### src/stopwatch_defs.vh
// Constants for the two-digit decimal stopwatch: I/O addresses,
// bit positions, reset values and timing counts.
// Assumes a 50 MHz reference clock and 8-bit I/O addresses.
`ifndef STOPWATCH_DEFS_VH
`define STOPWATCH_DEFS_VH

// ===========================================================
// I/O addresses
`define ADDR_HUNDREDTHS 8'hE2
`define ADDR_TENTHS 8'hE3
`define ADDR_IRQ_ENABLE 8'hEA
`define ADDR_IRQ_FLAGS 8'hEE
`define ADDR_RUN_CONTROL 8'hF9

// ===========================================================
// Bit positions
`define BIT_CLEAR 0
`define BIT_RUN 1
`define BIT_TIMER_CLEAR 2
`define BIT_TEN_HZ 0
`define BIT_ONE_HZ 1

// ===========================================================
// Reset values
`define RESET_DIGIT 4'h0
`define RESET_NIBBLE 4'h0

// ===========================================================
// Timing
`define CLOCK_HZ 50000000
`define TICK_TIME_US 10000
`define TICK_CYCLES (`CLOCK_HZ / 1000000 * `TICK_TIME_US)
`define PRESCALE_WIDTH 20

`endif

### src/bcd_digit.v
// One decimal counting digit with clear, advance and carry out.
// Assumes the same clock and reset as the stopwatch register block.
`timescale 1ns/1ps
`include "stopwatch_defs.vh"

module bcd_digit (
   input wire clk,
   input wire arst_n,
   input wire clear,
   input wire advance,
   output reg [3:0] value,
   output wire carry
);
   assign carry = advance && (value == 4'h9);

   always @(posedge clk or negedge arst_n) begin
      if (!arst_n) begin
         value <= `RESET_DIGIT;
      end else if (clear) begin
         value <= `RESET_DIGIT;
      end else if (advance) begin
         if (value == 4'h9) begin
            value <= 4'h0;
         end else begin
            value <= value + 4'h1;
         end
      end
   end
endmodule

### src/bcd_stopwatch_timer.v
// Two-digit decimal stopwatch with run and clear control, 10 Hz and
// 1 Hz event flags and their enables, on a 4-bit I/O memory port.
// Assumes the core's strobes are synchronous to REF_CLK.
`timescale 1ns/1ps
`include "stopwatch_defs.vh"

module bcd_stopwatch_timer #(
   parameter TICK_COUNT = `TICK_CYCLES
) (
   input wire REF_CLK,
   input wire ARST_N,
   input wire [7:0] IO_ADDR,
   input wire IO_WRITE,
   input wire IO_READ,
   input wire [3:0] IO_WDATA,
   output reg [3:0] IO_RDATA,
   output reg TIMER_CLEAR,
   output wire IRQ_ONE_HZ,
   output wire IRQ_TEN_HZ
);
   // ========================================================
   // Control registers
   reg count_run_bit;
   reg clear_pulse;
   reg one_hz_irq_enable;
   reg ten_hz_irq_enable;
   reg one_hz_event_flag;
   reg ten_hz_event_flag;
   reg [`PRESCALE_WIDTH-1:0] prescale;
   reg ten_hz_level_d;
   reg one_hz_level_d;

   wire wr_ctrl = IO_WRITE && (IO_ADDR == `ADDR_RUN_CONTROL);
   wire wr_mask = IO_WRITE && (IO_ADDR == `ADDR_IRQ_ENABLE);
   wire rd_flags = IO_READ && (IO_ADDR == `ADDR_IRQ_FLAGS);
   wire [3:0] hundredths_digit;
   wire [3:0] tenths_digit;
   wire tick;
   wire hundredths_carry;
   wire tenths_carry;

   // Prescaler is private to the stopwatch; the clock timer
   // clear only leaves the block as a pulse.
   assign tick = count_run_bit && !clear_pulse &&
      (prescale == TICK_COUNT - 1);

   always @(posedge REF_CLK or negedge ARST_N) begin
      if (!ARST_N) begin
         count_run_bit <= 1'b0;
         clear_pulse <= 1'b0;
         TIMER_CLEAR <= 1'b0;
         one_hz_irq_enable <= 1'b0;
         ten_hz_irq_enable <= 1'b0;
      end else begin
         if (wr_ctrl) begin
            count_run_bit <= IO_WDATA[`BIT_RUN];
         end
         clear_pulse <= wr_ctrl && IO_WDATA[`BIT_CLEAR];
         TIMER_CLEAR <= wr_ctrl && IO_WDATA[`BIT_TIMER_CLEAR];
         if (wr_mask) begin
            one_hz_irq_enable <= IO_WDATA[`BIT_ONE_HZ];
            ten_hz_irq_enable <= IO_WDATA[`BIT_TEN_HZ];
         end
      end
   end

   // ========================================================
   // Divider and digits
   always @(posedge REF_CLK or negedge ARST_N) begin
      if (!ARST_N) begin
         prescale <= {`PRESCALE_WIDTH{1'b0}};
      end else if (clear_pulse) begin
         prescale <= {`PRESCALE_WIDTH{1'b0}};
      end else if (count_run_bit) begin
         if (tick) begin
            prescale <= {`PRESCALE_WIDTH{1'b0}};
         end else begin
            prescale <= prescale + 1'b1;
         end
      end
   end

   bcd_digit u_hundredths (
      .clk(REF_CLK),
      .arst_n(ARST_N),
      .clear(clear_pulse),
      .advance(tick),
      .value(hundredths_digit),
      .carry(hundredths_carry)
   );

   bcd_digit u_tenths (
      .clk(REF_CLK),
      .arst_n(ARST_N),
      .clear(clear_pulse),
      .advance(hundredths_carry),
      .value(tenths_digit),
      .carry(tenths_carry)
   );

   // ========================================================
   // Event flags
   // 10 Hz is high for hundredths 0..4, 1 Hz for tenths 0..4;
   // both fall as the digit passes 4 to 5.
   wire ten_hz_level = (hundredths_digit < 4'h5);
   wire one_hz_level = (tenths_digit < 4'h5);
   wire ten_hz_fall = ten_hz_level_d && !ten_hz_level;
   wire one_hz_fall = one_hz_level_d && !one_hz_level;

   always @(posedge REF_CLK or negedge ARST_N) begin
      if (!ARST_N) begin
         ten_hz_level_d <= 1'b1;
         one_hz_level_d <= 1'b1;
         ten_hz_event_flag <= 1'b0;
         one_hz_event_flag <= 1'b0;
      end else begin
         ten_hz_level_d <= ten_hz_level;
         one_hz_level_d <= one_hz_level;
         // A new edge beats the read clear, so no event is lost
         if (ten_hz_fall) begin
            ten_hz_event_flag <= 1'b1;
         end else if (rd_flags) begin
            ten_hz_event_flag <= 1'b0;
         end
         if (one_hz_fall) begin
            one_hz_event_flag <= 1'b1;
         end else if (rd_flags) begin
            one_hz_event_flag <= 1'b0;
         end
      end
   end

   assign IRQ_TEN_HZ = ten_hz_event_flag && ten_hz_irq_enable;
   assign IRQ_ONE_HZ = one_hz_event_flag && one_hz_irq_enable;

   // ========================================================
   // Read data, registered one cycle after the read strobe.
   // No snapshot: software must repair torn pairs.
   always @(posedge REF_CLK or negedge ARST_N) begin
      if (!ARST_N) begin
         IO_RDATA <= `RESET_NIBBLE;
      end else if (IO_READ) begin
         case (IO_ADDR)
            `ADDR_HUNDREDTHS: IO_RDATA <= hundredths_digit;
            `ADDR_TENTHS: IO_RDATA <= tenths_digit;
            `ADDR_IRQ_ENABLE: begin
               IO_RDATA <= {2'b00, one_hz_irq_enable,
                  ten_hz_irq_enable};
            end
            `ADDR_IRQ_FLAGS: begin
               IO_RDATA <= {2'b00, one_hz_event_flag,
                  ten_hz_event_flag};
            end
            `ADDR_RUN_CONTROL: begin
               IO_RDATA <= {2'b00, count_run_bit, 1'b0};
            end
            default: IO_RDATA <= `RESET_NIBBLE;
         endcase
      end
   end
endmodule

### config.mk
export PLATFORM = sky130hd
export DESIGN_NAME = bcd_stopwatch_timer
export DESIGN_NICKNAME = d
export VERILOG_FILES = /design/src/bcd_digit.v /design/src/bcd_stopwatch_timer.v
export VERILOG_INCLUDE_DIRS = /design/src
export SDC_FILE = /design/constraint.sdc
export NUM_CORES = 1
export LEC_CHECK = 0
export BUFFER_PORTS_ARGS = -buffer_cell sky130_fd_sc_hd__buf_2
export CORE_UTILIZATION = 31
export CTS_BUF_LIST = sky130_fd_sc_hd__clkbuf_4
export DETAILED_ROUTE_END_ITERATION = 7
export GPL_ROUTABILITY_DRIVEN = 0
export SYNTH_ARGS = -nofsm -noshare
export SYNTH_HDL_FRONTEND = slang
export SYNTH_SLANG_ARGS = --single-unit
### constraint.sdc
create_clock -name REF_CLK -period 3.1 [get_ports REF_CLK]
set_input_delay 0.62 -clock REF_CLK [delete_from_list [all_inputs] [get_ports REF_CLK]]
set_output_delay 0.62 -clock REF_CLK [all_outputs]
set_load 0.02 [all_outputs]
Yosys cells after proc, flatten, opt, wreduce, memory -nomap -nowiden
Index checks and enable logic that the tools add are counted.
{ "classes": {"n_reduce_logical": 20, "magnitude_cmp": 2, "n_mux": 13, "eq_ne": 8, "addsub": 3} }
{ "op_table": {"columns": ["cell", "n"], "rows": [
  ["$mux W20", 3],
  ["$eq A8 B8 Y1 const B", 5],
  ["$mux W4", 6],
  ["$add A20 B1 Y20 const B", 1],
  ["$eq A20 B19 Y1 const B", 1],
  ["$pmux W4 S5", 1],
  ["$logic_and A1 B1 Y1", 12],
  ["$reduce_bool A2 Y1", 5],
  ["$add A4 B1 Y4 const B", 2],
  ["$eq A4 B4 Y1 const B", 2],
  ["$lt A4 B3 Y1 const B", 2],
  ["$logic_not A1 Y1", 3],
  ["$mux W1", 3]
]} }
{ "word_totals": {"out_inout_bits": 7, "inputBits": 16, "word_cells": 59, "ff_bits": 41} }

Longest topological paths before layout
Gate-level depths: netlist of the first run.
{ "logic_depth": {"depth_word": 6, "mapped_depth": 8} }

Modules after synthesis
From an unflattened synthesis of the first run, not the netlist that was laid out.
{ "hier_totals": {"hier_cells": 245, "area_unflattened_um2": 2317.2} }
{ "modules_own_cells": {"columns": ["mod", "area_per_inst_um2", "seq_area_each_um2", "instances", "cells_each"], "rows": [
  ["bcd_stopwatch_timer", 1834.3, 828.3, 1, 193],
  ["bcd_digit", 241.5, 100.1, 2, 26]
]} }

Worst setup path after synthesis of the first run
OpenSTA, ideal clock, no wires.
{ "synth_path": {"path_type": "reg2reg", "start": "register prescale[0]", "end": "register u_hundredths.value[0]", "period_less_slack_ps": 1792, "setup_ps": 74, "t_arrival_ps": 1718, "path_buffers": 1, "slack_ps": 1308, "path_stages_with_launch": 8, "cell_sequence": "dfrtp_1 > ha_1 > and4_4 > nand2_2 > or3_1 > buf_2 > or3_1 > o21ai_2"} }
{ "synth_via": {"elab_chain_len": 3} }
{ "synth_rtl": {"columns": ["element", "line_no", "rtl"], "rows": [
  ["start, declared", "bcd_stopwatch_timer.v:29", "reg [`PRESCALE_WIDTH-1:0] prescale;"],
  ["start signal, assigned", "bcd_stopwatch_timer.v:71", "prescale <= {`PRESCALE_WIDTH{1'b0}};"],
  ["start signal, assigned", "bcd_stopwatch_timer.v:73", "prescale <= {`PRESCALE_WIDTH{1'b0}};"],
  ["start signal, assigned", "bcd_stopwatch_timer.v:76", "prescale <= {`PRESCALE_WIDTH{1'b0}};"],
  ["$eq A20 B19 Y1", "bcd_stopwatch_timer.v:45", "(prescale == TICK_COUNT - 1);"],
  ["$logic_and A1 B1 Y1", "bcd_stopwatch_timer.v:44", "assign tick = count_run_bit && !clear_pulse &&"],
  ["$reduce_bool A2 Y1 (no source line)", null, null],
  ["end signal, assigned", "bcd_digit.v:18", "value <= `RESET_DIGIT;"],
  ["end signal, assigned", "bcd_digit.v:20", "value <= `RESET_DIGIT;"],
  ["end signal, assigned", "bcd_digit.v:25", "value <= value + 4'h1;"],
  ["end, declared", "bcd_digit.v:11", "output reg [3:0] value,"]
]} }
Every way passes these cells.
A chain may end at the register's enable or synchronous reset.

Worst setup path after layout of the first run
{ "layout_path": {"start": "register prescale[0]", "end": "register u_hundredths.value[2]"} }
Same word-level chain as after synthesis.

==> results.json, run 1 <==
{
  "status": "complete, no violations",
  "cp_cell_sequence": "ha_1 > and4_4 > nand2_2 > or3_1 > nand2_1 > o21ai_0",
  "die_area_um2": 7494,
  "wirelength_mm": 4.389,
  "fillers": 718,
  "crit_required_ns": 3.32,
  "yosysSeqAreaShare_pct": 46.39,
  "setup_violations": 0,
  "antenna_found_initial": 0,
  "r2r_cells": 6,
  "worstReg2RegStart": "prescale[0]$_DFFE_PN0P_",
  "drt_iter0_drc": 136,
  "max_stage_delay_ns": 0.60,
  "grt_max_degree": 42,
  "powerDensity_nw_per_um2": 513.5,
  "synthFlopType": "dfrtp_1",
  "grt_usage_pct": 13.26,
  "worst_pin_slew_ns": 0.9194,
  "nNetsFinal": 275,
  "rows": 30,
  "syn_inst": 232,
  "layout-drive-gt1-share_pct": 15.81,
  "cts_sinks": 41,
  "synth_edf_count": 0,
  "tritoncts": "done",
  "multiInputGateArea_um2": 1091,
  "vias": 1707,
  "path_delay_family": "simple AND/OR/NAND/NOR gates",
  "cp_max_fo": 20,
  "arrival_ns": 2.56,
  "hold_buffers": 0,
  "worst_setup_path_start_kind": "register",
  "ys_warn_count": 0,
  "rsz0062_at_grt": "false",
  "postCtsSetupBuffers": 0,
  "slew_headroom_pct": 38.70,
  "numPortBuffers": 21,
  "critical_path.reg2reg.endpoint": "u_hundredths.value[2]$_DFFE_PN0P_",
  "vdd_drop_max_uv": 155.8,
  "hold_viol": 0,
  "syn_area_um2": 2217,
  "core_area_um2": 6869,
  "slowest_stage": "nand2_1",
  "cp-end-kind": "register",
  "leakage_nw": 1.149,
  "ff2ff_setup_slack_ns": 0.76,
  "wl_per_cell_um": 12.58,
  "total_power_mw": 1.286,
  "overflow": 0,
  "diodes": 0,
  "ys_ff_latch": 41,
  "clkSlewWorstSetupHoldPaths_ns": 0.14,
  "min_period_over_period_pct": 75.64,
  "grt_pass1_wl_mm": 7.866,
  "max_freq_ghz": 0.4265,
  "drt_pass1_iterations": 4,
  "start_util_pct": 32.28,
  "report.final.slew_viol_count": 0,
  "clock_skew_ns": 0.01739,
  "drv_cap": 0,
  "die_y_um": 86.57,
  "drt-vias-per-instance": 4.891,
  "crit_start": "prescale[0]$_DFFE_PN0P_",
  "fp.dieW_um": 86.57,
  "holdCritPathClass": "in -> async",
  "worst-path-buf-inv": 0,
  "drc": 0,
  "ys_types": 48,
  "grt_pass1_vias": 1665,
  "postRouteAntennaNets": 0,
  "path_class": "reg -> reg",
  "synth_nets": 255,
  "fin_crit_ns": 2.345,
  "seq_area_um2": 1028,
  "final_util_pct": 36.45,
  "cts_max_level": 2,
  "cts_buffers": 5,
  "syn_area_per_cell_um2": 9.557,
  "clk_path_buf_depth": 2,
  "clkLatencyLatePin_ns": 0.35,
  "num_io_pins": 23,
  "areaGrowthSynthToFinish_pct": 12.92,
  "fin_setup_tns_ns": 0,
  "async_flop_share_pct": 100.0,
  "dp_hpwl_mm": 3.135,
  "post_cts_resized": 0,
  "clock-root-buffer": "clkbuf_4"
}
-- cell type report --
cell class | count | share of cell area, %
Multi-Input combinational cell | 169 | 43.58
Clock buffer | 5 | 1.499
Sequential cell | 41 | 41.08
Clock inverter | 3 | 2.749
Tap cell | 96 | 4.798
Inverter | 14 | 2.099
Timing Repair Buffer | 21 | 4.198
-- worst reg2reg max path, delay by kind of cell (launching register included) --
kind,cells,cell delay (ns)
DFF,1,0.42
and+or+nand+nor,4,1.42
adders and majority gates,1,0.22
AOI/OAI and AO/OA,1,0.16
-- synthesized netlist by cell type, types with 4 or more instances --
library cell	count	area share [%]
inv_1	14	2.4
dfrtp_1	39	44
or3_1	5	1.4
nand2_1	23	3.9
xor2_1	7	2.8
a21oi_1	4	0.90
nand3_1	14	3.2
nor3_1	6	1.4
and2_1	5	1.4
o41ai_1	4	1.6
and3_1	7	2.0
nor2_1	24	4.1
xnor2_1	10	4.0
ha_1	7	4.0
o21ai_0	5	1.1
mux2i_1	5	2.3
-- routing by layer --
layer	vias up	GRT usage (%)	wire, um
met4	0	3.182	17
met5	-	0	0
li1	845	-	-
met1	820	18.76	2218
met3	2	2.857	190
met2	40	20.71	1963
-- layout by cell type, fill, tap and decap left out, types with 2 or more instances in the layout --
cell	Yosys	routed
a21o_1	2	2
a21oi_1	4	4
a31oi_1	3	3
and2_1	5	5
and3_1	7	7
and4_1	2	2
buf_2	3	21
bufinv_16	0	2
clkbuf_4	0	5
dfrtp_1	39	39
dfstp_2	2	2
ha_1	7	7
inv_1	14	14
mux2_2	3	3
mux2i_1	5	5
nand2_1	23	23
nand2b_1	2	2
nand3_1	14	14
nand3b_1	2	2
nand4_1	3	3
nor2_1	24	24
nor2b_1	3	3
nor3_1	6	6
o21a_1	3	3
o21ai_0	5	5
o22ai_1	2	2
o2bb2ai_1	2	2
o41ai_1	4	4
or3_1	5	5
xnor2_1	10	10
xor2_1	7	7
-- power by group --
group,switching [mW],internal (mW),total [mW]
clock,0.187,0.254,0.441
combinational,0.0960,0.0913,0.187
sequential,0.0669,0.591,0.658
total,0.350,0.936,1.29
-- logic make-up (layout without fill, tap and decap cells) --
kind of cell | Yosys count | after routing | share of synthesized area (%)
AND/OR/NAND/NOR | 105 | 105 | 24.61
AO/OA/AOI/OAI | 32 | 32 | 10.16
adder cells (fa/ha/maj) | 7 | 7 | 3.950
buffers and inverters | 22 | 43 | 4.402
flip-flops | 41 | 41 | 46.39
multiplexers | 8 | 8 | 3.781
XOR/XNOR | 17 | 17 | 6.715
-- flip-flops by register name (all words and copies together) (netlist names) --
signal / count
IO_RDATA: 4
TIMER_CLEAR: 1
clear_pulse: 1
count_run_bit: 1
one_hz_event_flag: 1
one_hz_irq_enable: 1
one_hz_level_d: 1
prescale: 20
ten_hz_event_flag: 1
ten_hz_irq_enable: 1
ten_hz_level_d: 1
u_hundredths.value: 4
u_tenths.value: 4
-- metrics by stage --
step / cell area [um2] / hold WS [ns] / std cells / worst slack, ns
final: 2504 / 0.3853 / 349 / 0.7551
after detailed placement: 2397 / 0.4716 / 341 / 0.7694
after floorplan: 2217 / 0.3244 / 232 / 1.308
after CTS: 2504 / 0.4092 / 349 / 0.7592
after global routing: 2504 / 0.4426 / 349 / 0.5517
after global placement: 2397 / 0.4606 / 341 / 0.7515
-- worst max-delay path by stage --
stage / cells past startpoint / end / slack (ns)
after floorplan: 7 / u_hundredths.value[0]$_DFFE_PN0P_ / 1.31
after global placement: 6 / u_hundredths.value[2]$_DFFE_PN0P_ / 0.75
after detailed placement: 5 / u_hundredths.value[3]$_DFFE_PN0P_ / 0.77
after CTS: 6 / u_hundredths.value[3]$_DFFE_PN0P_ / 0.76
after global routing: 6 / prescale[16]$_DFFE_PN0P_ / 0.55
final: 6 / u_hundredths.value[2]$_DFFE_PN0P_ / 0.76
No activity file was read; power rests on OpenSTA's default activity.
==> run 2: changes to the inputs <==
- clock period: 3.1 -> 2.1 ns (I/O delays scaled with it)
==> run 2 against run 1 <==
Net effect: worst setup slack lost 0.62 ns; die area stayed put; clock power grew 16%; clock-buffer cell count increased by 1; final cell count up 2.0%; largest power group unchanged.
==> results.json, run 2 (same netlist as run 1, synthesis figures left out) <==
{
  "worst_setup_path_start_kind": "register",
  "drt_pass1_iterations": 4,
  "rsz0062_at_grt": "false",
  "leakage_nw": 1.178,
  "arrival_ns": 2.19,
  "antenna_found_initial": 0,
  "drv_cap": 0,
  "holdCritPathClass": "in -> async",
  "wl_per_cell_um": 12.15,
  "slowest_stage": "or3_1",
  "max_freq_ghz": 0.5102,
  "clk_path_buf_depth": 2,
  "cp_max_fo": 17,
  "fp.dieW_um": 86.57,
  "clock_skew_ns": 0.01804,
  "path_class": "reg -> reg",
  "fin_cells": 356,
  "max_stage_delay_ns": 0.49,
  "final_cell_mix": "39 x dfrtp_1, 24 x nor2_1, 23 x nand2_1",
  "areaGrowthSynthToFinish_pct": 14.90,
  "cts_sinks": 41,
  "clkSlewWorstSetupHoldPaths_ns": 0.13,
  "place_area_um2": 2462,
  "drt_iter0_drc": 55,
  "final_common_cell": "dfrtp_1",
  "r2r_cells": 7,
  "wirelength_mm": 4.324,
  "drc": 0,
  "vdd_drop_max_uv": 301.2,
  "fin_crit_ns": 1.960,
  "crit_required_ns": 2.33,
  "die_y_um": 86.57,
  "fin_setup_tns_ns": 0,
  "min_period_over_period_pct": 93.34,
  "clock-root-buffer": "clkbuf_4",
  "numPortBuffers": 21,
  "worstReg2RegStart": "prescale[0]$_DFFE_PN0P_",
  "grt_pass1_wl_mm": 7.562,
  "final_cell_area_um2": 2547,
  "report.final.slew_viol_count": 0,
  "layout-drive-gt1-share_pct": 18.08,
  "critical_path.reg2reg.endpoint": "prescale[16]$_DFFE_PN0P_",
  "place_ws_ns": 0.1386,
  "die_area_um2": 7494,
  "rows": 30,
  "setup_slack_ns": 0.1398,
  "cts_buffers": 5,
  "dp_hpwl_mm": 3.187,
  "start_util_pct": 32.28,
  "powerDensity_nw_per_um2": 691.4,
  "overflow": 0,
  "largest_reg_flops": 20,
  "cts_max_level": 2,
  "num_io_pins": 23,
  "top_register": "prescale",
  "tritoncts": "done",
  "ff2ff_setup_slack_ns": 0.14,
  "grt_pass1_vias": 1672,
  "cp_cell_sequence": "ha_1 > and4_4 > nand2_2 > or3_1 > nand2_1 > buf_12 > o41ai_1",
  "diodes": 0,
  "grt_usage_pct": 12.70,
  "hold_viol": 0,
  "nNetsFinal": 282,
  "drt-vias-per-instance": 4.834,
  "status": "complete, no violations",
  "postRouteAntennaNets": 0,
  "cp-end-kind": "register",
  "worst_pin_slew_ns": 0.5211,
  "grt_max_degree": 42,
  "slew_headroom_pct": 65.26,
  "clkLatencyLatePin_ns": 0.34,
  "setup_violations": 0,
  "core_area_um2": 6869,
  "dp.cells": 348,
  "vias": 1721
}
-- run 2: changes by cell type in the layout (fill, tap and decap cells not counted), sizes merged --
| cell | change |
|---|---|
| clkinv | +1 |
| buf | +7 |
| inv | -1 |
| bufinv | -1 |
| clkbuf | +1 |
-- run 2: metrics by stage --
step	util [%]	hold WS (ns)	power, mW
5_1_grt	37.09	0.1532	1.872
3_5_place_dp	35.85	0.4716	1.268
3_3_place_gp	35.85	0.4621	1.260
6_report	37.09	0.1093	1.761
4_1_cts	36.99	0.1273	1.791
2_1_floorplan	-	0.1244	1.174
-- run 2: power by group --
group	internal (mW)	switching, mW	leakage, nW
logic	0.138	0.140	0.598
registers	0.872	0.100	0.536
clock network	0.261	0.249	0.0433
-- run 2: what timing repair did --
item	4_1_cts	5_1_grt
endpoints found under the setup margin	0	2
gates resized for setup	0	1
hold buffers	0	0
buffers inserted	0	0
hold endpoints to repair	0	0
-- run 2: worst max-delay path, delay by kind of cell, from the launching register on --
kind	cells	cell delay, ns
DFF	1	0.41
buffers and inverters	1	0.16
and+or+nand+nor	4	1.00
adders and majority gates	1	0.20
AOI/OAI and AO/OA	1	0.08
-- run 2: final cells by class --
class | count | area (um2)
Fill cell | 705 | 4322
Multi-Input combinational cell | 169 | 1097
Sequential cell | 41 | 1028
Timing Repair Buffer | 28 | 170.2
Tap cell | 96 | 120.1
Inverter | 14 | 52.55
Clock buffer | 6 | 45.04
Clock inverter | 2 | 33.78
-- run 2: how the worst max path moves through the flow --
stage | from | to | slack, ns
detailed placement | prescale[0]$_DFFE_PN0P_ | prescale[16]$_DFFE_PN0P_ | 0.14
CTS | prescale[0]$_DFFE_PN0P_ | prescale[16]$_DFFE_PN0P_ | 0.12
global route | prescale[0]$_DFFE_PN0P_ | prescale[16]$_DFFE_PN0P_ | 0.02
floorplan | prescale[0]$_DFFE_PN0P_ | u_hundredths.value[0]$_DFFE_PN0P_ | 0.31
finish | prescale[0]$_DFFE_PN0P_ | prescale[16]$_DFFE_PN0P_ | 0.14
global placement | prescale[0]$_DFFE_PN0P_ | prescale[16]$_DFFE_PN0P_ | 0.16
-- run 2: metal layers --
layer | share of wire, % | track usage (%) | vias to the layer above
li1 | - | - | 862
met2 | 43 | 19.84 | 36
met4 | 0 | 2.727 | 0
met5 | 0 | 0 | -
met3 | 4.1 | 2.667 | 0
met1 | 52 | 18.14 | 823
